$ cat src/core/ppd_pkg.sv
package ppd_pkg;

    // Number of user I/O lanes watched by the block
    localparam int IO_WIDTH = 32;

    // Input stable time before the power-down pin rises, per speed grade
    localparam int SETUP_FAST_NS = 15;
    localparam int SETUP_SLOW_NS = 20;

    // Time after the pin rises before inputs become don't care
    localparam int DONTCARE_FAST_NS = 25;
    localparam int DONTCARE_SLOW_NS = 30;

    // Wake-up time after the pin falls
    localparam int WAKE_US = 1;

    // Clock period
    localparam int CLK_PERIOD_NS = 8;

    // Longest times round down, none below one cycle
    localparam int DONTCARE_CYCLES =
        (DONTCARE_SLOW_NS / CLK_PERIOD_NS) < 1 ? 1 : (DONTCARE_SLOW_NS / CLK_PERIOD_NS);
    localparam int WAKE_CYCLES =
        ((WAKE_US * 1000) / CLK_PERIOD_NS) < 1 ? 1 : ((WAKE_US * 1000) / CLK_PERIOD_NS);

    // Counter width for the wake-up count
    localparam int CNT_W = 8;

    // Reset values
    localparam logic [IO_WIDTH-1:0] RESET_DATA = 32'h0000_0000;

    // Operating states, one-hot
    typedef enum logic [2:0] {
        PPD_RUN = 3'b001,  // Normal operation
        PPD_DOWN = 3'b010, // Frozen
        PPD_WAKE = 3'b100  // Leaving power-down
    } ppd_state_t;

    // Pin-side signals of the user array
    typedef struct packed {
        logic [IO_WIDTH-1:0] data;   // Data toward the pins
        logic [IO_WIDTH-1:0] enable; // Output enables, high drives the pin
    } ppd_pins_t;

    // Whole state of the block
    typedef struct packed {
        ppd_state_t state;        // Operating state
        logic [CNT_W-1:0] count;  // Wake-up count
        ppd_pins_t held;          // Registered output values and enables
        logic [IO_WIDTH-1:0] keep; // Pin-keeper levels
        logic [IO_WIDTH-1:0] feedback; // Buried feedback to the array
        logic downFlag;           // Power-down indication
        logic wakeValid;          // Outputs show normal operation
    } ppd_regs_t;

endpackage

$ cat src/core/ppd_power_down.sv
`timescale 1ns/100ps
// What this block does
// - Pin controls power-down only when option set
// - Pin high enters power-down, low runs
// - Hold all registers and outputs when down
// - High-impedance outputs stay released while down
// - Ignore inputs, enables, clocks while down
// - Pin-keeper latches stay active while down
// - Pin macrocell still feeds buried feedback
// - Inputs are don't care after pin high
// - Valid outputs within wake time after low
module ppd_power_down #(
    parameter int WIDTH = ppd_pkg::IO_WIDTH
) (
    input wire logic clock,
    input wire logic rst,
    input wire logic powerDownEnable,
    input wire logic power_down_pin,
    input wire logic [WIDTH-1:0] arrayData,
    input wire logic [WIDTH-1:0] arrayEnable,
    input wire logic [WIDTH-1:0] pinLevel,
    input wire logic arrayClockEn,
    output logic [WIDTH-1:0] pinData,
    output logic [WIDTH-1:0] pinEnable,
    output logic [WIDTH-1:0] keeperLevel,
    output logic [WIDTH-1:0] arrayFeedback,
    output logic poweredDown,
    output logic outputsValid
);

    // Current and next state
    ppd_pkg::ppd_regs_t r;
    ppd_pkg::ppd_regs_t next_r;

    // True while the block holds its state, down or waking
    function automatic logic ppdHolding(input ppd_pkg::ppd_state_t s);
        return (s == ppd_pkg::PPD_DOWN) || (s == ppd_pkg::PPD_WAKE);
    endfunction

    // Power-down request is qualified by the option
    logic downReq;
    assign downReq = powerDownEnable & power_down_pin;

    // Next-state logic
    always_comb begin
        next_r = r;
        case (r.state)
            ppd_pkg::PPD_RUN: begin
                // Normal capture of array values
                if (arrayClockEn) begin
                    next_r.held.data = arrayData;
                    next_r.held.enable = arrayEnable;
                    next_r.feedback = arrayData;
                end
                next_r.keep = pinLevel;
                next_r.wakeValid = 1'b1;
                if (downReq) begin
                    // Freeze everything as captured now
                    next_r.state = ppd_pkg::PPD_DOWN;
                    next_r.downFlag = 1'b1;
                end
            end
            ppd_pkg::PPD_DOWN: begin
                // Array inputs ignored, values stay put; only the qualified pin is watched
                if (!downReq) begin
                    next_r.state = ppd_pkg::PPD_WAKE;
                    next_r.count = '0;
                    next_r.downFlag = 1'b0;
                    next_r.wakeValid = 1'b0;
                end
            end
            ppd_pkg::PPD_WAKE: begin
                // Held state kept, no reinitialisation
                if (downReq) begin
                    next_r.state = ppd_pkg::PPD_DOWN;
                    next_r.downFlag = 1'b1;
                end else if (r.count == ppd_pkg::CNT_W'(ppd_pkg::WAKE_CYCLES - 1)) begin
                    next_r.state = ppd_pkg::PPD_RUN;
                    next_r.wakeValid = 1'b1;
                end else begin
                    next_r.count = r.count + 1'b1;
                end
            end
            default: begin
                next_r.state = ppd_pkg::PPD_RUN;
            end
        endcase
    end

    // State register
    always_ff @(posedge clock) begin
        if (rst) begin
            r <= '{state: ppd_pkg::PPD_RUN, count: '0,
                   held: '{data: ppd_pkg::RESET_DATA, enable: ppd_pkg::RESET_DATA},
                   keep: ppd_pkg::RESET_DATA, feedback: ppd_pkg::RESET_DATA,
                   downFlag: 1'b0, wakeValid: 1'b1};
        end else begin
            r <= next_r;
        end
    end

    // Outputs straight from flip-flops
    assign pinData = r.held.data;
    assign pinEnable = r.held.enable;
    assign keeperLevel = r.keep;
    assign arrayFeedback = r.feedback;
    assign poweredDown = r.downFlag;
    assign outputsValid = r.wakeValid;

    // Outputs frozen during power-down
    a_frozen_data: assert property (@(posedge clock) disable iff (rst)
        (r.state == ppd_pkg::PPD_DOWN && $past(r.state) == ppd_pkg::PPD_DOWN)
        |-> $stable(pinData) && $stable(pinEnable))
        else $error("outputs changed while powered down");

    // Released lane zero stays released while down
    a_hiz_kept: assert property (@(posedge clock) disable iff (rst)
        (poweredDown && !pinEnable[0]) |=> (!poweredDown || !pinEnable[0]))
        else $error("released output driven while down");

    // Keeper levels frozen while down
    a_keeper_hold: assert property (@(posedge clock) disable iff (rst)
        poweredDown |=> (!poweredDown || $stable(keeperLevel)))
        else $error("keeper level moved while down");

    // Feedback frozen while down
    a_feedback_hold: assert property (@(posedge clock) disable iff (rst)
        poweredDown |=> (!poweredDown || $stable(arrayFeedback)))
        else $error("feedback moved while down");

    // No power-down without the option
    a_option_gate: assert property (@(posedge clock) disable iff (rst)
        (!powerDownEnable && r.state == ppd_pkg::PPD_RUN) |=> !poweredDown)
        else $error("powered down without option");

    // Qualified pin high powers down next cycle
    a_enter_down: assert property (@(posedge clock) disable iff (rst)
        (powerDownEnable && power_down_pin) |=> poweredDown)
        else $error("pin high did not power down");

    // Inputs cannot reach the frozen state
    a_inputs_ignored: assert property (@(posedge clock) disable iff (rst)
        (poweredDown && downReq) |=> ($stable(pinData) && poweredDown))
        else $error("input reached state while down");

    // Freeze lands inside the don't care time
    a_dontcare_time: assert property (@(posedge clock) disable iff (rst)
        $rose(downReq) |-> ##[1:3] poweredDown)
        else $error("not frozen within don't care time");

    // Outputs valid within the wake time
    a_wake_time: assert property (@(posedge clock) disable iff (rst)
        $fell(poweredDown) && !downReq |-> ##[1:125] (outputsValid || poweredDown))
        else $error("outputs not valid within wake time");

    // Wake keeps the held values
    a_no_reinit: assert property (@(posedge clock) disable iff (rst)
        $fell(poweredDown) |-> $stable(pinData) && $stable(pinEnable))
        else $error("state altered on wake");

    // Running array values reach the output registers
    a_run_capture: assert property (@(posedge clock) disable iff (rst)
        (r.state == ppd_pkg::PPD_RUN && arrayClockEn)
        |=> (pinData == $past(arrayData)) && (pinEnable == $past(arrayEnable)))
        else $error("array values not captured while running");

    // Buried feedback follows the captured data
    a_feedback_track: assert property (@(posedge clock) disable iff (rst)
        (r.state == ppd_pkg::PPD_RUN && arrayClockEn) |=> arrayFeedback == $past(arrayData))
        else $error("feedback not loaded while running");

    // Keepers follow the pins while running
    a_keeper_track: assert property (@(posedge clock) disable iff (rst)
        r.state == ppd_pkg::PPD_RUN |=> keeperLevel == $past(pinLevel))
        else $error("keeper level not tracking pins");

    // No capture while down or waking
    a_hold_output: assert property (@(posedge clock) disable iff (rst)
        ppdHolding(r.state) |=> $stable(pinData) && $stable(pinEnable))
        else $error("outputs moved while holding");

    // Keepers and feedback untouched while holding
    a_hold_keeper: assert property (@(posedge clock) disable iff (rst)
        ppdHolding(r.state) |=> $stable(keeperLevel) && $stable(arrayFeedback))
        else $error("keeper or feedback moved while holding");

    // Every lane enable frozen while down
    a_hiz_lanes: assert property (@(posedge clock) disable iff (rst)
        poweredDown |=> (!poweredDown || $stable(pinEnable)))
        else $error("output enable moved while down");

    // Outputs flagged invalid during the wake count
    a_wake_invalid: assert property (@(posedge clock) disable iff (rst)
        r.state == ppd_pkg::PPD_WAKE |-> !outputsValid)
        else $error("outputs flagged valid during wake");

    // Outputs flagged valid in normal operation
    a_run_valid: assert property (@(posedge clock) disable iff (rst)
        r.state == ppd_pkg::PPD_RUN |-> outputsValid)
        else $error("outputs flagged invalid while running");

    // Last wake count returns to normal operation
    a_wake_exit: assert property (@(posedge clock) disable iff (rst)
        (r.state == ppd_pkg::PPD_WAKE && !downReq
         && r.count == ppd_pkg::CNT_W'(ppd_pkg::WAKE_CYCLES - 1))
        |=> (outputsValid && !poweredDown))
        else $error("wake count did not end");

    // Pin high during wake powers down again
    a_wake_reenter: assert property (@(posedge clock) disable iff (rst)
        (r.state == ppd_pkg::PPD_WAKE && downReq) |=> poweredDown)
        else $error("pin high during wake ignored");

    // Indication matches the frozen state
    a_down_flag: assert property (@(posedge clock) disable iff (rst)
        poweredDown == (r.state == ppd_pkg::PPD_DOWN))
        else $error("indication out of step with state");

    // Dropping the option releases power-down
    a_option_off: assert property (@(posedge clock) disable iff (rst)
        (!powerDownEnable && poweredDown) |=> !poweredDown)
        else $error("stayed down without option");

    // Wake count never passes its end
    a_count_bound: assert property (@(posedge clock) disable iff (rst)
        r.count <= ppd_pkg::CNT_W'(ppd_pkg::WAKE_CYCLES - 1))
        else $error("wake count out of range");

endmodule

$ cat config.mk
export PLATFORM = sky130hd
export DESIGN_NAME = ppd_power_down
export DESIGN_NICKNAME = d
export VERILOG_FILES = /design/src/core/ppd_pkg.sv /design/src/core/ppd_power_down.sv
export SDC_FILE = /design/constraint.sdc
export NUM_CORES = 1
export LEC_CHECK = 0
export ABC_AREA = 0
export BUFFER_PORTS_ARGS = -buffer_cell sky130_fd_sc_hd__clkbuf_2
export CAP_MARGIN = 20
export CELL_PAD_IN_SITES_DETAIL_PLACEMENT = 0
export CELL_PAD_IN_SITES_GLOBAL_PLACEMENT = 1
export CORE_ASPECT_RATIO = 0.7
export CORE_MARGIN = 2
export CORE_UTILIZATION = 30
export DETAILED_ROUTE_END_ITERATION = 8
export HOLD_SLACK_MARGIN = 0.12
export PLACE_DENSITY = 0.83
export SYNTH_ARGS = -nofsm -noshare
export SYNTH_HDL_FRONTEND = slang
export SYNTH_SLANG_ARGS = --single-unit
$ cat constraint.sdc
create_clock -name clock -period 1.7 [get_ports clock]
set_input_delay 0.17 -clock clock [delete_from_list [all_inputs] [get_ports clock]]
set_output_delay 0.17 -clock clock [all_outputs]
set_load 0.01 [all_outputs]
**Word-level counts from Yosys, hierarchy flattened**

Cells that the tools add are included.

- Register bits: 109
- Output and inout bits: 130
- Word-level logic and storage cells: 39

- Add/subtract/negate cells: 1
- Equality and inequality tests: 10
- Mux-type cells: 13
- Bitwise operators: 1
- Reduce and logical (&&, ||, !) cells: 7

Operators with widths:

| kind | count |
|---|---|
| 2-to-1 mux 8 bit | 2 |
| one-hot mux 8 bit (2 select lines) | 1 |
| 2-to-1 mux 11 bit | 1 |
| inequality test 2 bit, second input constant | 5 |
| 2-to-1 mux 3 bit | 3 |
| one-hot mux 3 bit (3 select lines) | 1 |
| adder 8 x 1 -> 8 bit, second input constant | 1 |
| equality test 8 x 7 -> 1 bit, second input constant | 1 |
| AND reduction 4 bit | 2 |
| one-hot mux 2 bit (3 select lines) | 1 |
| AND reduction 2 bit | 2 |
| equality test 3 x 1 -> 1 bit, second input constant | 1 |
| equality test 3 x 2 -> 1 bit, second input constant | 1 |
| equality test 3 bit, second input constant | 1 |
| 2-to-1 mux 1 bit | 3 |
| inequality test 3 bit, second input constant | 1 |
| AND reduction 3 bit | 1 |
| nonzero test 3 bit | 1 |
| 2-to-1 mux 2 bit | 1 |
| nonzero test 2 bit | 1 |
| bitwise AND 1 bit | 1 |

**Logic depth before layout (Yosys ltp)**

Gate-level depths: netlist of run 1.

- Depth after elaboration: 4
- Mapped depth: 7
- Depth with buffers taken out: 6

**Least setup slack after synthesis of run 1**

Ideal clock, no wire load.

- Kind: register to register
- Start: register r[130] (netlist name)
- End: register r[132] (netlist name)
- Data arrival time: 1.507 ns
- Required time: 1.584 ns
- Setup slack: 0.077 ns
- Cell stages (with the launch flop): 7
- Path buffers: 0
- Clock period less this slack: 1.623 ns
- Path through: dfxtp_1 -> inv_1 -> ha_1 -> and4b_1 -> a211oi_4 -> a2111oi_0 -> a31o_1

- Word-level cells in the longest chain between the ends: 4

Ends and longest elaborated chain:

| item | line | text |
|---|---|---|
| start, declared | ppd_power_down.sv:32 | `ppd_pkg::ppd_regs_t r;` |
| start signal, assigned | ppd_power_down.sv:93 | `r <= '{state: ppd_pkg::PPD_RUN, count: '0,` |
| start signal, assigned | ppd_power_down.sv:98 | `r <= next_r;` |
| adder 8 x 1 -> 8 bit | ppd_power_down.sv:81 | `next_r.count = r.count + 1'b1;` |
| 2-to-1 mux 8 bit | ppd_power_down.sv:77 | `end else if (r.count == ppd_pkg::CNT_W'(ppd_pkg::WAKE_CYCLES - 1)) begin` |
| 2-to-1 mux 8 bit | ppd_power_down.sv:74 | `if (downReq) begin` |
| one-hot mux 8 bit (2 select lines) | ppd_power_down.sv:47 | `case (r.state)` |

Parallel ways exist; a longest one is shown, timed or not. The select of a mux whose other input is x is not followed.
A chain may end at the register's enable or synchronous reset.

**Worst setup path after layout of run 1**

- Start: register r[130] (netlist name)
- End: register r[134] (netlist name)

Same word-level chain as after synthesis.

==> flow_summary.toml, run 1 <==
[global_routing]
grt_pass1_wl_um = 22500
grt_antenna_before_repair = 0
grt.total_usage_pct = 15.3
overflow = 0
grt_max_degree = 65
grt_pass1_vias = 4488

[synthesis]
syn_area_mm2 = 0.00504
synth_common_cells = "nand2_1 (200), buf_4 (137), dfxtp_1 (109)"
synth.area.top_cells = "dfxtp_1 (43%), buf_4 (20%), nand2_1 (15%), a21oi_1 (11%), clkbuf_1 (1.6%)"
syn-num-nets = 741
syn_inst = 638
synthFlopType = "dfxtp_1"
yosys.area.top_type = "dfxtp_1"
yosysWarnings = 0
synth-seq-cells = 109
synth_top_area_share_pct = 43.3
synth-seq-area-share_pct = 43.3
ys_types = 42
yosysMostFrequentCell = "nand2_1"
syn_area_per_cell_um2 = 7.89
synth_enable_flop_cells = 0
async_reset_ff_share_pct = 0

[min_path]
hp-class = "in2reg"
min_from = "power_down_pin"

[placement]
dp_cells = 951
dp_hpwl_um = 8620
port_buffers = 230
place.gp.congestion = 0.888
pre_cts_slack_ns = -0.00823

[cells_and_area]
drive_gt1_share_pct = 34.7
final_nets = 943
layout.cells.non_filler = 1070
syn2layout_area_growth_pct = 37.1
antenna_cells = 0

[die]
num_rows = 39
fp.dieW_um = 159
die_h_um = 112
dieArea_mm2 = 0.0179
core_region_area_mm2 = 0.0164
ioPinCount = 231
initial_core_util_pct = 30.7

[detailed_routing]
drt_pass1_iterations = 4
wl_um = 14000
num_vias = 4650
drt-initial-drc-count = 290
drtAntennaViolNets = 0
viasPerCell = 4.35
avgRoutedWirePerCell_um = 13.1
drcViolationCount = 0

[timing]
setup_viol = 0
fmax_ghz = 0.607
rsz0062_at_grt = "true"
slew_headroom_pct = 66.3
hold_viol_final = 0
finalCritPeriodShare_pct = 96.9
setup_ws_ns = 0.0533
tightest_slew_ns = 0.506
worst_hold_slack_ns = 0.236
fin_crit_ns = 1.65
skew_ns = 0.00995
slew_violations = 0

[pwr]
p_per_area_mw_per_mm2 = 854
ir_drop_mv = 0.424
p_leak_uw = 0.00318

[run]
cap_violations = 0

[worst_setup_path]
crit_type = "reg2reg"
crit_start = "r[130]$_SDFFE_PP0P_"
cp_max_fo = 6
endpoint_kind = "flop"
cp.arrival_ns = 1.93
critPathSlowestCell = "dfxtp_2"
crit_chain = "inv_2 > ha_4 > and4b_2 > a211oi_4 > buf_4 > o2111ai_1 > a21oi_1"
reg2reg_from = "r[130]$_SDFFE_PP0P_"
cp_data_required_time_ns = 1.98
worstSetupStartpointType = "flop"
max_stage_delay_ns = 0.35
r2r_setup_slack_ns = 0.05

[status]
status = "finished, final reports clean"

[clock_tree]
clk_latency_ns = 0.35
cts_buffers = 9
clockBufferDepth = 2
cts_tree = "yes"
path_clk_slew_ns = 0.07
cts-htree-levels = 3
cts_sinks = 109
cts_root_buf = "clkbuf_16"
## placed cells by master, fill, tap and decap left out, drive strengths merged, types with 2 or more instances in the layout
| cell | synthesis | final |
|---|---|---|
| clkbuf | 22 | 240 |
| nand2 | 200 | 200 |
| dfxtp | 109 | 109 |
| a21oi | 106 | 106 |
| dlygate4sd3 | 0 | 96 |
| buf | 141 | 28 |
| inv | 6 | 9 |
| nand3 | 5 | 5 |
| nor2 | 5 | 5 |
| o2111ai | 4 | 4 |
| o31ai | 4 | 4 |
| o21ai | 3 | 3 |
| nor3b | 3 | 3 |
| or3 | 2 | 2 |
| o211ai | 2 | 2 |
| nor3 | 2 | 2 |
| and2 | 2 | 2 |
| or3b | 2 | 2 |
| a211oi | 2 | 2 |
| ha | 2 | 2 |
| clkinv | 0 | 2 |
## path summary, 6_finish.rpt
path	to	cells after the start
setup / recovery	r[134]$_SDFFE_PP0P_	7
hold / removal	r[139]$_SDFFE_PP0P_	3
setup reg to reg	r[134]$_SDFFE_PP0P_	7
hold reg to reg	pinEnable[8]$_SDFFE_PP0P_	2
## cell type report
type                            count  area, um^2
Clock buffer                       10         229
Clock inverter                      6        57.6
Fill cell                        1660        9490
Inverter                            6        22.5
Multi-Input combinational cell    360        1730
Sequential cell                   109        2190
Tap cell                          225         282
Timing Repair Buffer              354        2400
## per-layer routing
| metal | global-route usage (%) | up-vias | part of all wire, % | wire length, um |
|---|---|---|---|---|
| met5 | 0 | - | 0 | 0 |
| met4 | 4.61 | 0 | 1.6 | 227 |
| met3 | 4.69 | 23 | 6.9 | 963 |
| met2 | 27.0 | 175 | 47 | 6570 |
| met1 | 18.1 | 2102 | 45 | 6250 |
| li1 | - | 2350 | - | - |
## timing repair
action | CTS | global route
hold endpoints to repair | 96 | 0
resized for setup | 0 | 15
endpoints found under the setup margin | 1 | 73
cloned | 0 | 1
setup buffers | 3 | 3
hold buffers | 96 | 0
pin swaps | 2 | 6
## critical path: cells and delay by family, from the launching register on
kind / cells / cell delay, ns
adders and majority gates: 1 / 0.15
DFF: 1 / 0.35
buffers and inverters: 2 / 0.23
and+or+nand+nor: 1 / 0.26
AOI/OAI and AO/OA: 3 / 0.59
## metrics by stage
step,total power (uW),setup TNS (ns),instance area [um^2],util [%]
3_5_place_dp,3700,-0.00823,5550,33.8
2_1_floorplan,3540,0,5040,-
4_1_cts,5980,-0.0522,6820,41.6
5_1_grt,6200,-0.0573,6900,42.1
6_report,5900,0,6900,42.1
3_3_place_gp,3690,0,5550,33.8
## report_power, final
part / internal, uW / total [uW] / switching, uW
Clock: 1030 / 2060 / 1030
Combinational: 504 / 1030 / 530
Sequential: 2710 / 2800 / 96.1
## registers in the layout, summed over array words and instances, names as in the netlist
name and flops:
poweredDown 1, pinEnable 32, keeperLevel 32, r 11, arrayFeedback 32, outputsValid 1
## kinds of logic (layout without fill, tap and decap cells)
logic type | after synthesis | after routing | synth area share (%)
AND/OR/NAND/NOR | 229 | 229 | 18.8
buffers and inverters | 169 | 376 | 23.0
AO/OA/AOI/OAI | 129 | 129 | 14.4
flip-flops | 109 | 109 | 43.3
adder cells (fa/ha/maj) | 2 | 2 | 0.497
No activity file was read; power rests on OpenSTA's default activity.
==> run 2, diff against run 1 <==
BUFFER_PORTS_ARGS = default   (was -buffer_cell sky130_fd_sc_hd__clkbuf_2)
CORE_UTILIZATION = 35   (was 30)
DONT_BUFFER_PORTS = 1   (was default)
PLACE_DENSITY = default   (was 0.83)
PLACE_DENSITY_LB_ADDON = 0.1   (was default)
==> run 2 against run 1 <==
Compared with the run above: the flow now finishes with violations (negative hold slack); sequential power is 5% higher; combinational power shrank 62%; register-to-register slack about the same; largest power group unchanged; highest routed layer unchanged.
==> flow_summary.toml, run 2 (synthesized netlist as in run 1, its figures left out) <==
[global_routing]
grt_pass1_vias = 3411
grt_pass1_wl_um = 18300
grt.total_usage_pct = 15.1
grt_max_degree = 110
overflow = 0
grt_antenna_before_repair = 0

[timing]
slew_headroom_pct = 74.1
hold_viol_final = 100
rsz0062_at_grt = "true"
fmax_ghz = 0.603
skew_ns = 0.00724
tightest_slew_ns = 0.387
worst_hold_slack_ns = -0.112
slew_violations = 0
finalCritPeriodShare_pct = 97.6
setup_viol = 0
fin_crit_ns = 1.66

[cells_and_area]
fin_area_mm2 = 0.00478
antenna_cells = 0
final_nets = 618
utilization_pct = 34.1
drive_gt1_share_pct = 11.0
layout.cells.most_common = "nand2_1"
final_cell_mix = "nand2_1 (199), a21oi_1 (106), dfxtp_1 (106)"
syn2layout_area_growth_pct = -5.17
fillers = 1522

[detailed_routing]
avgRoutedWirePerCell_um = 16.5
viasPerCell = 4.85
num_vias = 3446
drt-initial-drc-count = 213
drcViolationCount = 0
wl_um = 11700
drt_pass1_iterations = 4
drtAntennaViolNets = 0

[pwr]
ir_drop_mv = 0.370
p_per_area_mw_per_mm2 = 1170
p_leak_uw = 0.00179

[placement]
port_buffers = 0
place.gp.congestion = 0.845
placedInstanceArea_mm2 = 0.00436
dp_hpwl_um = 8120

[worst_setup_path]
cp.arrival_ns = 1.94
max_stage_delay_ns = 0.38
worstSetupStartpointType = "flop"
crit_chain = "inv_2 > ha_4 > and4b_2 > a211oi_4 > buf_6 > o2111ai_2 > a21oi_1"
crit_type = "reg2reg"
cp_data_required_time_ns = 1.98
endpoint_kind = "flop"
cp.buffers_inverters = 2
worst-path-stages = 7
cp_max_fo = 5
reg2reg_depth = 7
critPathTopFamily = "compound AO/OA/AOI/OAI gates"
critPathSlowestCell = "a211oi_4"

[die]
num_rows = 36
die_h_um = 104
initial_core_util_pct = 36.0
fp.dieW_um = 147
core_region_area_mm2 = 0.0140
dieArea_mm2 = 0.0154
ioPinCount = 231

[clock_tree]
cts_root_buf = "clkbuf_16"
cts-htree-levels = 3
cts_buffers = 9
ctsHoldBuffers = 3
path_clk_slew_ns = 0.07
clk_latency_ns = 0.34
cts_sinks = 109
clockBufferDepth = 2
cts_tree = "yes"

[status]
status = "finished with violations"
violations = "negative hold slack"

[run]
cap_violations = 0

[min_path]
hp-class = "in2reg"
min_path_cells = 1
run 2: layout make-up:
cell class                      count  area, um^2  share of cell area, %
Sequential cell                   109        2190                   45.8
Multi-Input combinational cell    360        1730                   36.3
Timing Repair Buffer               29         279                   5.84
Clock buffer                       13         250                   5.24
Tap cell                          190         238                   4.98
Clock inverter                      3        68.8                   1.44
Inverter                            6        22.5                  0.472
run 2: repair_timing:
action | CTS | global route
setup buffers | 0 | 4
setup endpoints to repair | 0 | 7
resized for setup | 0 | 14
hold endpoints to repair | 108 | 105
run 2: final timing paths:
check | start | to | slack (ns)
max | r[130]$_SDFFE_PP0P_ | r[136]$_SDFFE_PP0P_ | 0.04
min | rst | pinEnable[31]$_SDFFE_PP0P_ | -0.11
max reg2reg | r[130]$_SDFFE_PP0P_ | r[136]$_SDFFE_PP0P_ | 0.04
min reg2reg | r[134]$_SDFFE_PP0P_ | r[134]$_SDFFE_PP0P_ | 0.46
run 2: where the power goes:
group	total, uW	internal (uW)	switching [uW]	leakage, uW
sequential	2930	2710	224	0.000899
combinational	388	156	232	0.000741
clock	2250	1340	911	0.000154
run 2: per-stage QoR:
| stage | setup WS [ns] | hold slack, ns | total power, uW | TNS, ns | cells |
|---|---|---|---|---|---|
| after floorplan | 0.0771 | 0.306 | 3540 | 0 | 638 |
| after global placement | 0.0822 | 0.245 | 3380 | 0 | 687 |
| after detailed placement | 0.0510 | 0.248 | 3390 | 0 | 687 |
| after CTS | 0.0277 | -0.129 | 5680 | 0 | 706 |
| after global routing | -0.0391 | -0.128 | 5840 | -0.0391 | 710 |
| final | 0.0416 | -0.112 | 5570 | 0 | 710 |
run 2: routing by layer:
layer | GRT usage [%] | wire, um | share of wire (%) | up-vias
li1 | - | - | - | 1702
met1 | 17.8 | 4780 | 41 | 1585
met2 | 24.7 | 5610 | 48 | 143
met3 | 6.40 | 1100 | 9.4 | 16
met4 | 5.08 | 205 | 1.8 | 0
met5 | 0 | 0 | 0 | -
